==> config.mk <==
export PLATFORM = sky130hd
export DESIGN_NAME = msr_serial_port
export DESIGN_NICKNAME = d
export VERILOG_FILES = /design/src/msr_pkg.sv /design/src/msr_byte_if.sv /design/src/msr_byte_fifo.sv /design/src/msr_serial_port.sv
export SDC_FILE = /design/constraint.sdc
export NUM_CORES = 1
export LEC_CHECK = 0
export BUFFER_PORTS_ARGS = -buffer_cell sky130_fd_sc_hd__buf_2
export CORE_MARGIN = 2
export CORE_UTILIZATION = 56
export CTS_CLUSTER_SIZE = 24
export DETAILED_ROUTE_END_ITERATION = 6
export GPL_TIMING_DRIVEN = 0
export PLACE_DENSITY = 0.82
export SKIP_LAST_GASP = 1
export SLEW_MARGIN = 20
export SYNTH_ARGS = -nofsm -noshare
export SYNTH_HDL_FRONTEND = slang
export SYNTH_SLANG_ARGS = --single-unit
export TNS_END_PERCENT = 100
==> constraint.sdc <==
create_clock -name clock_i -period 12.45 [get_ports clock_i]
set_clock_uncertainty 0.2 [all_clocks]
set_input_delay 0 -clock clock_i [delete_from_list [all_inputs] [get_ports clock_i]]
set_output_delay 0 -clock clock_i [all_outputs]
set_load 0.05 [all_outputs]
==> src/msr_pkg.sv <==
// Shared constants and types of the meter serial record port
package msr_pkg;

  // Record and byte geometry
  localparam int unsigned REC_W       = 32;
  localparam int unsigned NUM_REC     = 8;
  localparam int unsigned BYTE_W      = 8;
  localparam int unsigned BYTES_TOTAL = 32;
  localparam int unsigned PARITY_W    = 4;
  localparam int unsigned PARITY_POS  = 28;

  // Read bit counter: record(3) byte(2) bit(3)
  localparam int unsigned RD_CNT_W   = 8;
  localparam int unsigned FETCH_W    = 6;
  localparam logic [FETCH_W-1:0] FETCH_DONE = 6'h20;
  localparam logic [2:0]         SWAP_FLIP  = 3'h4;

  // Write command layout, value first then address then execute bit
  localparam int unsigned CMD_BITS   = 8;
  localparam int unsigned ADDR_W     = 6;
  localparam int unsigned CMD_VAL_POS = 6;
  localparam logic [2:0]  WR_LAST    = 3'h7;

  // Latch map: configuration bits at their number, mode bits from base upward
  localparam int unsigned CFG_BITS   = 56;
  localparam int unsigned MODE_BITS  = 8;
  localparam logic [ADDR_W-1:0] MODE_BASE = 6'h38;
  localparam int unsigned SWAP_MODE_IDX = 7;
  localparam int unsigned LSB_FIRST_CFG_IDX = 0;

  // Values after power-on reset
  localparam logic [CFG_BITS-1:0]  CFG_RST  = 56'h0;
  localparam logic [MODE_BITS-1:0] MODE_RST = 8'h00;

  // Positions of the synchronised pins
  localparam int unsigned PIN_SEL = 0;
  localparam int unsigned PIN_SYN = 1;
  localparam int unsigned PIN_SCK = 2;
  localparam int unsigned PIN_SDA = 3;
  localparam logic [3:0]  PIN_IDLE = 4'hF;

  // Output buffer depth
  localparam int unsigned FIFO_DEPTH = 2;

  // Port state, Gray along idle, read, write
  typedef enum logic [1:0] {
    ST_IDLE  = 2'b00,
    ST_READ  = 2'b01,
    ST_WRITE = 2'b11
  } msr_state_t;

endpackage

==> src/msr_byte_if.sv <==
// Byte handshake between the record fetcher and the output buffer
`timescale 1ns/1ps
`default_nettype none
interface msr_byte_if;
  import msr_pkg::*;
  logic              flush;
  logic              push_valid;
  logic              push_ready;
  logic [BYTE_W-1:0] push_data;
  logic              pop_valid;
  logic              pop_ready;
  logic [BYTE_W-1:0] pop_data;

  modport user  (output flush, push_valid, push_data, pop_ready,
                 input  push_ready, pop_valid, pop_data);
  modport store (input  flush, push_valid, push_data, pop_ready,
                 output push_ready, pop_valid, pop_data);
endinterface
`default_nettype wire

==> src/msr_byte_fifo.sv <==
// Two-entry byte buffer between record fetch and the bit shifter
`timescale 1ns/1ps
`default_nettype none
module msr_byte_fifo #(
  parameter int unsigned WIDTH = msr_pkg::BYTE_W,
  parameter int unsigned DEPTH = msr_pkg::FIFO_DEPTH
) (
  input  wire logic     clock_i,
  input  wire logic     rst_b_i,
  input  wire logic     clk_en_i,
  msr_byte_if.store     bus
);
  import msr_pkg::*;

  localparam int unsigned PTR_W = (DEPTH > 1) ? $clog2(DEPTH) : 1;
  localparam int unsigned CNT_W = $clog2(DEPTH + 1);

  logic [WIDTH-1:0] mem_ff [DEPTH];
  logic [PTR_W-1:0] wr_ptr_ff;
  logic [PTR_W-1:0] rd_ptr_ff;
  logic [CNT_W-1:0] cnt_ff;
  logic             do_push;
  logic             do_pop;

  function automatic logic [PTR_W-1:0] next_ptr(input logic [PTR_W-1:0] p);
    next_ptr = (p == PTR_W'(DEPTH - 1)) ? '0 : PTR_W'(p + 1'b1);
  endfunction

  // Honest full and empty; a stalled shifter lets it fill and stops the fetcher
  assign bus.push_ready = (cnt_ff != CNT_W'(DEPTH));
  assign bus.pop_valid  = (cnt_ff != '0);
  assign bus.pop_data   = mem_ff[rd_ptr_ff];
  assign do_push = bus.push_valid && bus.push_ready && !bus.flush;
  assign do_pop  = bus.pop_valid && bus.pop_ready && !bus.flush;

  // Pointers and fill level; flush drops stale bytes after a counter reset
  always_ff @(posedge clock_i or negedge rst_b_i)
  begin
    if (!rst_b_i)
    begin
      wr_ptr_ff <= '0;
      rd_ptr_ff <= '0;
      cnt_ff    <= '0;
    end
    else if (clk_en_i)
    begin
      if (bus.flush)
      begin
        wr_ptr_ff <= '0;
        rd_ptr_ff <= '0;
        cnt_ff    <= '0;
      end
      else
      begin
        if (do_push)
          wr_ptr_ff <= next_ptr(wr_ptr_ff);
        if (do_pop)
          rd_ptr_ff <= next_ptr(rd_ptr_ff);
        if (do_push && !do_pop)
          cnt_ff <= CNT_W'(cnt_ff + 1'b1);
        else if (do_pop && !do_push)
          cnt_ff <= CNT_W'(cnt_ff - 1'b1);
      end
    end
  end

  // Storage, written only on an accepted push
  always_ff @(posedge clock_i or negedge rst_b_i)
  begin
    if (!rst_b_i)
    begin
      for (int i = 0; i < DEPTH; i++)
        mem_ff[i] <= '0;
    end
    else if (clk_en_i && do_push)
      mem_ff[wr_ptr_ff] <= bus.push_data;
  end
endmodule
`default_nettype wire

==> src/msr_serial_port.sv <==
// Serial record port: latching, record shift-out and latch write commands
`timescale 1ns/1ps
`default_nettype none
module msr_serial_port (
  input  wire logic                                             clock_i,
  input  wire logic                                             rst_b_i,
  input  wire logic                                             clk_en_i,
  input  wire logic                                             port_select_n_i,
  input  wire logic                                             sync_strobe_i,
  input  wire logic                                             shift_clock_i,
  input  wire logic                                             shift_data_i,
  input  wire logic [msr_pkg::NUM_REC-1:0][msr_pkg::REC_W-1:0]  meas_record_i,
  output logic                                                  shift_data_o,
  output logic                                                  shift_data_oe_o,
  output logic [msr_pkg::CFG_BITS-1:0]                          config_o,
  output logic [msr_pkg::MODE_BITS-1:0]                         mode_o
);
  import msr_pkg::*;

  logic                               rst_meta_ff;
  logic                               rst_ff;
  logic [3:0]                         pin_meta_ff;
  logic [3:0]                         pin_sync_ff;
  logic                               sck_prev_ff;
  msr_state_t                         state_ff;
  msr_state_t                         nxt_state;
  logic [NUM_REC-1:0][REC_W-1:0]      latch_ff;
  logic [RD_CNT_W-1:0]                rd_cnt_ff;
  logic [FETCH_W-1:0]                 fetch_idx_ff;
  logic [BYTE_W-1:0]                  cur_byte_ff;
  logic                               have_byte_ff;
  logic [2:0]                         wr_cnt_ff;
  logic [CMD_BITS-2:0]                cmd_ff;
  logic [CFG_BITS-1:0]                cfg_ff;
  logic [MODE_BITS-1:0]               mode_ff;
  logic                               data_ff;
  logic                               data_oe_ff;
  logic                               sel_act;
  logic                               syn_hi;
  logic                               sck_rise;
  logic                               sck_fall;
  logic                               rd_clr;
  logic                               byte_end;
  logic                               wr_exec;
  logic [ADDR_W-1:0]                  wr_addr;
  logic                               wr_val;
  logic [CFG_BITS+MODE_BITS-1:0]      latch_all;
  msr_byte_if                         byte_bus ();

  // Replace the top nibble with interleaved parity of the 28 data bits
  // parity nibble
  function automatic logic [REC_W-1:0] with_parity(input logic [REC_W-1:0] raw);
    logic [PARITY_W-1:0] nib;
    nib = '0;
    for (int i = 0; i < PARITY_POS; i++)
      nib[i % PARITY_W] = nib[i % PARITY_W] ^ raw[i];
    with_parity = {nib, raw[PARITY_POS-1:0]};
  endfunction

  // Byte number n of the record set, honouring the swapped order
  function automatic logic [BYTE_W-1:0] record_byte(
    input logic [NUM_REC-1:0][REC_W-1:0] recs,
    input logic [FETCH_W-1:0]            n,
    input logic                          swap
  );
    logic [2:0]       rec;
    logic [REC_W-1:0] word;
    rec  = n[4:2] ^ (swap ? SWAP_FLIP : 3'h0);
    word = with_parity(recs[rec]);
    record_byte = word[n[1:0]*BYTE_W +: BYTE_W];
  endfunction

  // Bit of the current byte for the given position and order
  function automatic logic pick_bit(
    input logic [BYTE_W-1:0] b,
    input logic [2:0]        pos,
    input logic              lsb_first
  );
    pick_bit = lsb_first ? b[pos] : b[3'h7 - pos];
  endfunction

  // Reset asserts at once and releases after two clean edges
  always_ff @(posedge clock_i or negedge rst_b_i)
  begin
    if (!rst_b_i)
    begin
      rst_meta_ff <= 1'b0;
      rst_ff      <= 1'b0;
    end
    else if (clk_en_i)
    begin
      rst_meta_ff <= 1'b1;
      rst_ff      <= rst_meta_ff;
    end
  end

  // Two-stage pin synchronisers; pins rest high, so that is the reset value
  // idle pins high
  always_ff @(posedge clock_i or negedge rst_ff)
  begin
    if (!rst_ff)
    begin
      pin_meta_ff <= PIN_IDLE;
      pin_sync_ff <= PIN_IDLE;
      sck_prev_ff <= 1'b1;
    end
    else if (clk_en_i)
    begin
      pin_meta_ff <= {shift_data_i, shift_clock_i, sync_strobe_i, port_select_n_i};
      pin_sync_ff <= pin_meta_ff;
      sck_prev_ff <= pin_sync_ff[PIN_SCK];
    end
  end

  // Decoded pin levels and clock edges, falling edge is the leading one
  assign sel_act  = !pin_sync_ff[PIN_SEL];
  assign syn_hi   = pin_sync_ff[PIN_SYN];
  assign sck_rise = pin_sync_ff[PIN_SCK] && !sck_prev_ff;
  assign sck_fall = !pin_sync_ff[PIN_SCK] && sck_prev_ff;

  // Mode from select and sync; all high is idle
  // read or write
  always_comb
  begin
    if (!sel_act)
      nxt_state = ST_IDLE;
    else if (syn_hi)
      nxt_state = ST_READ;
    else
      nxt_state = ST_WRITE;
  end

  always_ff @(posedge clock_i or negedge rst_ff)
  begin
    if (!rst_ff)
      state_ff <= ST_IDLE;
    else if (clk_en_i)
      state_ff <= nxt_state;
  end

  // Sampling follows the sync pulse, last sample wins when it ends
  // latch on sync
  always_ff @(posedge clock_i or negedge rst_ff)
  begin
    if (!rst_ff)
      latch_ff <= '0;
    else if (clk_en_i && !sel_act && !syn_hi)
      latch_ff <= meas_record_i;
  end

  // Counter cleared on select entry or on sync held low into shifting
  // counter reset
  assign rd_clr   = sel_act && (state_ff == ST_IDLE || !syn_hi);
  assign byte_end = (state_ff == ST_READ) && sck_rise && (rd_cnt_ff[2:0] == 3'h7);

  // Wraps after eight records; the fetcher stops at byte 32, so a ninth record shifts out ones
  // counter advance
  always_ff @(posedge clock_i or negedge rst_ff)
  begin
    if (!rst_ff)
      rd_cnt_ff <= '0;
    else if (clk_en_i)
    begin
      if (rd_clr)
        rd_cnt_ff <= '0;
      else if (state_ff == ST_READ && sck_rise)
        rd_cnt_ff <= RD_CNT_W'(rd_cnt_ff + 1'b1);
    end
  end

  // Fetcher runs ahead of the shifter so a byte is ready at each boundary
  // low byte first
  assign byte_bus.flush      = rd_clr || (state_ff != ST_READ);
  assign byte_bus.push_valid = (state_ff == ST_READ) && (fetch_idx_ff != FETCH_DONE);
  assign byte_bus.push_data  = record_byte(latch_ff, fetch_idx_ff, mode_ff[SWAP_MODE_IDX]);
  assign byte_bus.pop_ready  = (state_ff == ST_READ) && !have_byte_ff;

  always_ff @(posedge clock_i or negedge rst_ff)
  begin
    if (!rst_ff)
      fetch_idx_ff <= '0;
    else if (clk_en_i)
    begin
      if (byte_bus.flush)
        fetch_idx_ff <= '0;
      else if (byte_bus.push_valid && byte_bus.push_ready)
        fetch_idx_ff <= FETCH_W'(fetch_idx_ff + 1'b1);
    end
  end

  msr_byte_fifo u_byte_fifo (
    .clock_i  (clock_i),
    .rst_b_i  (rst_ff),
    .clk_en_i (clk_en_i),
    .bus      (byte_bus)
  );

  // Byte under shift; dropped at its last trailing edge, refilled from the buffer
  always_ff @(posedge clock_i or negedge rst_ff)
  begin
    if (!rst_ff)
    begin
      cur_byte_ff  <= '0;
      have_byte_ff <= 1'b0;
    end
    else if (clk_en_i)
    begin
      if (byte_bus.flush || byte_end)
        have_byte_ff <= 1'b0;
      else if (byte_bus.pop_valid && byte_bus.pop_ready)
      begin
        cur_byte_ff  <= byte_bus.pop_data;
        have_byte_ff <= 1'b1;
      end
    end
  end

  // Pin driver; the bit moves only after a trailing edge bumped the counter
  // trailing edge update
  always_ff @(posedge clock_i or negedge rst_ff)
  begin
    if (!rst_ff)
      data_ff <= 1'b1;
    else if (clk_en_i)
    begin
      case (state_ff)
        ST_READ:
          // Deselect or a sync drop forces the idle level now, not one cycle late
          data_ff <= (sel_act && syn_hi && have_byte_ff)
                     ? pick_bit(cur_byte_ff, rd_cnt_ff[2:0], cfg_ff[LSB_FIRST_CFG_IDX]) : 1'b1;
        default:
          data_ff <= 1'b1;
      endcase
    end
  end

  // Driver enabled only in read mode; low sync turns the pin into an input
  // driver off in write
  always_ff @(posedge clock_i or negedge rst_ff)
  begin
    if (!rst_ff)
      data_oe_ff <= 1'b0;
    else if (clk_en_i)
      data_oe_ff <= (nxt_state == ST_READ);
  end

  // Command fields after seven data edges
  // command layout
  assign wr_val  = cmd_ff[CMD_VAL_POS];
  assign wr_addr = cmd_ff[ADDR_W-1:0];
  // Execute only while write mode still holds, so a deselect never races the swap clear
  assign wr_exec = (state_ff == ST_WRITE) && (nxt_state == ST_WRITE) && sck_fall && (wr_cnt_ff == WR_LAST);

  // Data sampled at the leading edge; the count restarts on each write period
  // command strings
  always_ff @(posedge clock_i or negedge rst_ff)
  begin
    if (!rst_ff)
    begin
      wr_cnt_ff <= '0;
      cmd_ff    <= '0;
    end
    else if (clk_en_i)
    begin
      if (state_ff != ST_WRITE)
        wr_cnt_ff <= '0;
      else if (sck_fall)
      begin
        wr_cnt_ff <= (wr_cnt_ff == WR_LAST) ? 3'h0 : 3'(wr_cnt_ff + 1'b1);
        if (wr_cnt_ff != WR_LAST)
          cmd_ff <= {cmd_ff[CMD_BITS-3:0], pin_sync_ff[PIN_SDA]};
      end
    end
  end

  // Configuration latches, cleared by power-on reset or bit by bit by a write of value 0
  // execute stores value
  always_ff @(posedge clock_i or negedge rst_ff)
  begin
    if (!rst_ff)
      cfg_ff <= CFG_RST;
    else if (clk_en_i && wr_exec && wr_addr < MODE_BASE)
      cfg_ff[wr_addr] <= wr_val;
  end

  // Mode latches; the swap bit lives only until select is released
  // swap not retained
  always_ff @(posedge clock_i or negedge rst_ff)
  begin
    if (!rst_ff)
      mode_ff <= MODE_RST;
    else if (clk_en_i)
    begin
      if (wr_exec && wr_addr >= MODE_BASE)
        mode_ff[wr_addr[2:0]] <= wr_val;
      else if (!sel_act)
        mode_ff[SWAP_MODE_IDX] <= 1'b0;
    end
  end

  assign shift_data_o    = data_ff;
  assign shift_data_oe_o = data_oe_ff;
  assign config_o        = cfg_ff;
  assign mode_o          = mode_ff;
  assign latch_all       = {mode_ff, cfg_ff};
endmodule
`default_nettype wire

; After elaboration in Yosys (flattened, before gate mapping)
; Index checks and enable logic that the tools add are counted.
[word_totals]
register_bits = 388
mem_count = 0
output_inout_bits = 66
wordCells = 194
mem_bits_ro = 0
latchBits = 0
mem_bits_rw = 0
[classes]
n_mux = 44
reduce_logical = 59
order_cmp = 12
eq_ne = 11
div = 0
n_bitwise = 29
n_shift = 1
n_addsub = 8
multipliers = 0
[op_table]
columns = cell, n
row1 = $bmux 32 s3, 1
row2 = $bwmux 56, 1
row3 = $mux 8, 6
row4 = $shiftx 32x6->8, 1
row5 = $mux 28, 1
row6 = $logic_and 1x1->1, 27
row7 = $xor 1x1->1, 24
row8 = $reduce_and 2->1, 9
row9 = $mux 1, 17
row10 = $bwmux 16, 1
row11 = $lt 3x4->1 const B, 4
row12 = $reduce_bool 2->1, 8
row13 = $mux 3, 4
row14 = $mux 6, 2
row15 = $mux 2, 5
row16 = $add 8x1->8 const B, 1
row17 = $bwmux 8, 1
row18 = $demux 8 s1, 1
row19 = $logic_not 1->1, 8
row20 = $lt 6x7->1 const B, 1
row21 = $add 6x1->6 const B, 1
row22 = $bmux 1 s3, 2
row23 = $demux 1 s6, 1
row24 = $eq 3x3->1 const B, 2
row25 = 26 further kinds, 35

; Longest topological paths before layout
[logic_depth]
ltp_word = 12
depth_mapped = 12

; Hierarchy
; From an unflattened synthesis, not the netlist that was laid out.
[hier_totals]
cells_unflattened = 1126
hier_area_um2 = 16370.7
[modules_own_cells]
columns = mod, area_each_um2, seq_area_each_um2, n_inst, cells_each
row1 = msr_serial_port, 15381.0, 8295.5, 1, 1052
row2 = msr_byte_fifo, 989.7, 500.5, 1, 74

; Worst setup path after synthesis
; Ideal clock, no wire load.
[synth_timing]
path_kind = flip-flop to flip-flop
startpoint = register, netlist name rst_ff
endpoint = register rst_ff
required_time_ns = 12.127
path_buffers = 0
path_stages_with_launch = 2
setup_ns = 0.123
period_less_slack_ns = 9.123
arrival_time_ns = 8.800
slack_ns = 3.327
cell_sequence = dfrtp_1 -> mux2_2
[synth_lines]
columns = element, line_no
row1 = end signal: assignment, msr_serial_port.sv:93  ; rst_ff <= rst_meta_ff;
row2 = end: declaration, msr_serial_port.sv:21  ; logic rst_ff;

; Final worst setup path
[layout_timing]
startpoint = register mode_ff[7] (netlist: mode_o[7])
endpoint = register u_byte_fifo.mem_ff[14] (netlist name)
[layout_via]
elab_chain_cells = 12
[layout_lines]
columns = element, line_no
row1 = start: declaration, msr_serial_port.sv:35  ; logic [MODE_BITS-1:0] mode_ff;
row2 = start signal: indexed assignment, msr_serial_port.sv:295  ; mode_ff[wr_addr[2:0]] <= wr_val;
row3 = $mux 3 *, msr_serial_port.sv:68  ; rec = n[4:2] ^ (swap ? SWAP_FLIP : 3'h0);
row4 = $xor 3x3->3 *, msr_serial_port.sv:68
row5 = $bmux 32 s3 *, msr_serial_port.sv:69  ; word = with_parity(recs[rec]);
row6 = $mux 28 (not written as such) *, msr_serial_port.sv:69
row7 = $xor 1x1->1 (6 in a row), msr_serial_port.sv:56  ; nib[i % PARITY_W] = nib[i % PARITY_W] ^ raw[i];
row8 = $shiftx 32x6->8 *, msr_serial_port.sv:70  ; record_byte = word[n[1:0]*BYTE_W +: BYTE_W];
row9 = $bwmux 16 *, msr_byte_fifo.sv:76  ; mem_ff[wr_ptr_ff] <= bus.push_data;
row10 = end signal: indexed assignment, msr_byte_fifo.sv:76
row11 = end: declaration, msr_byte_fifo.sv:18  ; logic [WIDTH-1:0] mem_ff [DEPTH];
; Every way passes the cells marked *; elsewhere a longest branch is shown, timed or not. The select of a mux whose other input is x is not followed.
; A chain may end at the register's enable or synchronous reset.

==> reports/qor.csv <==
metric;value;unit
run_status;finished, final reports clean;
final_weighted_congestion_in_routability_driven_placement;0.903;
least_margin_pin_slew;1.06;ns
max_clock_freq;267;MHz
postSynthCellCount;1212;
startpoint_type;flip-flop;
fp.dieArea;31600;um^2
worst_hold_slack;0.0403;ns
drt-vias-per-instance;6.16;
finalSetupViolations;0;
placement_rows;63;
synth_top_area_share;50.5;%
synth-xor-area-share;2.71;%
slew_hr;29.3;%
cts.htree.levels;2;
num-nets-final;2053;
netlist.top_cell.by_area;sky130_fd_sc_hd__dfrtp_1;
first_pass_iters;5;
synth-compound-area-share;2.34;%
drt_wl_total;57600;um
report.final.slew_viol_count;0;
power.share.clock;27.6;%
initial_antenna_violation_count;8;
asyncSetResetFlopFracSynth;100;%
endpoint_kind;flip-flop;
place_hpwl;33200;um
timing.reg2reg.worst_path_depth;8;
number_of_nets_with_antenna_violations_after_detailed_routing;0;
netlist_area;16900;um^2
synth.ff_latch_count;351;
yosys.area_share.adder;0.444;%
clock_path_buffers;3;
clock_sink_count;351;
die_width;178;um
combinational_family_with_the_most_area_after_synthesis;multiplexers;
dpl-instance-area;19000;um^2
peakVddDrop;0.000131;V
sw_frac_of_total;31.2;%
seqPwrFrac;43.5;%
net-switching-power;1.26;mW
detail_route.drc_violations;0;
synth_flop_cell;sky130_fd_sc_hd__dfrtp_1;
cts-buffers-inserted;38;
syn_area_per_cell;13.9;um^2
post_cts.repair.setup_buffers;0;
synth.yosys.warnings;0;
clk_pin_slew;0.07;ns
final_design_area_no_fill;22500;um^2
regToRegSetupSlack;8.70;ns
yosys-mux-area-fraction;32.7;%
power.internal;2.77;mW
logic_pwr_share;28.8;%
routed_wire_per_std_cell;26.1;um
die_h;178;um
power.density;179;nW/um^2
floorplan.io_pins;329;
regToRegStartpoint;mode_o[7]$_DFFE_PN0P_;
holdCritPathClass;in2reg;
first_global_vias;14800;
area_added_between_synthesis_and_finish;33.4;%
final_layout_size_suffix_gt1_share;42.4;%
clk_latency;0.53;ns
total_of_max_cap_violations;0;
via_count;13600;
synth-seq-area-share;52.1;%
critical_path_peak_fanout;10;
timing.critical_path.required;12.64;ns
worstHoldEndpoint;latch_ff[26]$_DFFE_PN0P_;
floorplan.core_area;29600;um^2
grt_start_max_net_pins;58;
worst-setup-path-type;reg2reg;
overflow;0;
timing.final.ws_setup;8.70;ns
grt_first_pass_wirelength;86300;um
io_buffer_count;295;
tritoncts_clock_tree;yes;
drt_iter0_markers;1113;
signal_arrival_time_at_the_worst_endpoint;3.94;ns
hold_depth;3;
postLayoutCoreUtil;76.0;%
timing.hold.worst.start;meas_record_i[26];
leakage_dissipation;9.96;nW
clockRootBuffer;sky130_fd_sc_hd__clkbuf_16;
timing_hold_violations_final;0;
synth_edf_count;0;
dp_worst_setup_slack;8.94;ns
rsz0062_at_grt;false;
synth.lib_cells_used.distinct;57;
syn-num-nets;1481;
worst_r2r_endpoint;u_byte_fifo.mem_ff[14]$_DFFE_PN0P_;
timing.final.crit_share;30.1;%
period_needed;3.75;ns
synth-simple-area-share;7.01;%
post_synth_main_area_contributors;sky130_fd_sc_hd__dfrtp_1, sky130_fd_sc_hd__mux2_2, sky130_fd_sc_hd__mux4_2;
global_route.usage.total;36.9;%
start_util;57.0;%
kinds of logic (layout without fill, tap and decap cells):
family          Yosys count  count (layout)
xor+xnor                 43              43
simple gates            239             239
compound gates           60              60
flops                   351             351
mux                     431             431
other cells               0               9
fa+ha+maj                 6               6
buf+inv                  82             678
metal layers:
metal / wire length, um / GRT usage, %
met1: 20000 / 42.2
met2: 28300 / 61.7
met3: 4750 / 7.84
met4: 4570 / 26.3
met5: 0 / 0
worst max-delay path by stage:
stage / end / cells after the start / from
floorplan: cmd_ff[0]$_DFFE_PN0P_ / 0 / rst_ff$_DFFE_PN0P_
global placement: latch_ff[0]$_DFFE_PN0P_ / 0 / rst_ff$_DFFE_PN0P_
detailed placement: u_byte_fifo.mem_ff[4]$_DFFE_PN0P_ / 8 / mode_o[7]$_DFFE_PN0P_
CTS: u_byte_fifo.mem_ff[12]$_DFFE_PN0P_ / 8 / mode_o[7]$_DFFE_PN0P_
global route: u_byte_fifo.mem_ff[5]$_DFFE_PN0P_ / 8 / mode_o[7]$_DFFE_PN0P_
finish: u_byte_fifo.mem_ff[14]$_DFFE_PN0P_ / 8 / mode_o[7]$_DFFE_PN0P_
power by group through the flow:
| stage | Clock, mW | Combinational, mW | Sequential [mW] |
|---|---|---|---|
| finish | 1.11 | 1.16 | 1.75 |
| global route | 1.16 | 1.22 | 1.77 |
| CTS | 1.10 | 1.08 | 1.69 |
| detailed placement | 0 | 1.01 | 1.71 |
| global placement | 0 | 0.971 | 1.69 |
| floorplan | 0 | 0.795 | 1.63 |
layout make-up:
type / instances / area, um^2
Sequential cell: 351 / 8800
Multi-Input combinational cell: 779 / 7630
Fill cell: 1669 / 7100
Timing Repair Buffer: 532 / 3950
Clock buffer: 58 / 1120
Tap cell: 390 / 488
Buffer: 78 / 452
Clock inverter: 6 / 65.1
Antenna cell: 9 / 22.5
Inverter: 4 / 15.0
worst max-delay path: stages (launching register included):
cell and delay (ns):
sky130_fd_sc_hd__dfrtp_1 0.60, sky130_fd_sc_hd__xor2_4 0.53, sky130_fd_sc_hd__buf_6 0.27, sky130_fd_sc_hd__mux4_1 0.35
sky130_fd_sc_hd__mux2i_1 0.47, sky130_fd_sc_hd__xnor2_1 0.22, sky130_fd_sc_hd__xnor3_1 0.49, sky130_fd_sc_hd__mux2i_1 0.18
sky130_fd_sc_hd__mux2_2 0.28
layout by cell type (no fill, tap or decap), types with 5 or more instances in the layout:
cell type / synthesis / layout
sky130_fd_sc_hd__a21oi_1: 5 / 5
sky130_fd_sc_hd__a22o_1: 6 / 6
sky130_fd_sc_hd__buf_16: 0 / 5
sky130_fd_sc_hd__buf_2: 4 / 299
sky130_fd_sc_hd__buf_4: 9 / 9
sky130_fd_sc_hd__buf_6: 9 / 9
sky130_fd_sc_hd__clkbuf_1: 50 / 62
sky130_fd_sc_hd__clkbuf_16: 0 / 39
sky130_fd_sc_hd__clkbuf_8: 0 / 7
sky130_fd_sc_hd__dfrtp_1: 341 / 340
sky130_fd_sc_hd__dfstp_2: 10 / 10
sky130_fd_sc_hd__diode_2: 0 / 9
sky130_fd_sc_hd__dlygate4sd3_1: 0 / 231
sky130_fd_sc_hd__ha_1: 6 / 6
sky130_fd_sc_hd__mux2_2: 318 / 318
sky130_fd_sc_hd__mux2i_1: 50 / 50
sky130_fd_sc_hd__mux4_1: 16 / 16
sky130_fd_sc_hd__mux4_2: 43 / 43
sky130_fd_sc_hd__nand2_1: 86 / 86
sky130_fd_sc_hd__nand3_1: 15 / 15
sky130_fd_sc_hd__nand3b_1: 15 / 15
sky130_fd_sc_hd__nand4_1: 8 / 8
sky130_fd_sc_hd__nor2_1: 52 / 52
sky130_fd_sc_hd__nor3_1: 15 / 15
sky130_fd_sc_hd__nor3b_1: 26 / 26
sky130_fd_sc_hd__o211ai_1: 6 / 6
sky130_fd_sc_hd__o21ai_0: 22 / 22
sky130_fd_sc_hd__xnor2_1: 13 / 13
sky130_fd_sc_hd__xor2_1: 24 / 24
per-stage QoR:
step / TNS (ns) / power [mW] / std cells
floorplan: 0 / 2.43 / 1212
global placement: -646.56 / 2.66 / 1897
detailed placement: 0 / 2.72 / 1903
CTS: 0 / 3.87 / 2198
global route: 0 / 4.15 / 2206
finish: 0 / 4.03 / 2207
what timing repair did:
action                                 in CTS  in global routing
endpoints found under the hold margin     241                  0
hold buffers                              231                  0
gates resized for setup                     0                  0
setup endpoints to repair                   0                  0
synthesized netlist by cell type, types with 4 or more instances:
library cell and count:
sky130_fd_sc_hd__buf_2 4, sky130_fd_sc_hd__or2_2 4, sky130_fd_sc_hd__a21oi_1 5, sky130_fd_sc_hd__nand2_1 86
sky130_fd_sc_hd__xnor2_1 13, sky130_fd_sc_hd__nor3b_1 26, sky130_fd_sc_hd__nand3_1 15, sky130_fd_sc_hd__nand3b_1 15
sky130_fd_sc_hd__mux2_2 318, sky130_fd_sc_hd__o211ai_1 6, sky130_fd_sc_hd__buf_4 9, sky130_fd_sc_hd__nor3_1 15
sky130_fd_sc_hd__a22o_1 6, sky130_fd_sc_hd__clkbuf_1 50, sky130_fd_sc_hd__buf_6 9, sky130_fd_sc_hd__ha_1 6
sky130_fd_sc_hd__mux4_1 16, sky130_fd_sc_hd__nor2_1 52, sky130_fd_sc_hd__nand4_1 8, sky130_fd_sc_hd__xnor3_1 4
sky130_fd_sc_hd__dfrtp_1 341, sky130_fd_sc_hd__mux4_2 43, sky130_fd_sc_hd__o21ai_0 22, sky130_fd_sc_hd__xor2_1 24
sky130_fd_sc_hd__dfstp_2 10, sky130_fd_sc_hd__mux2i_1 50, sky130_fd_sc_hd__nor2b_1 4, sky130_fd_sc_hd__inv_1 4
state kept, by name (all words and copies together) (netlist names), 4 cells and up:
signal	cells
latch_ff	224
fetch_idx_ff	6
cur_byte_ff	8
pin_sync_ff	4
u_byte_fifo.mem_ff	16
pin_meta_ff	4
mode_o	8
config_o	56
cmd_ff	7
(Power assumes the default switching activity.)
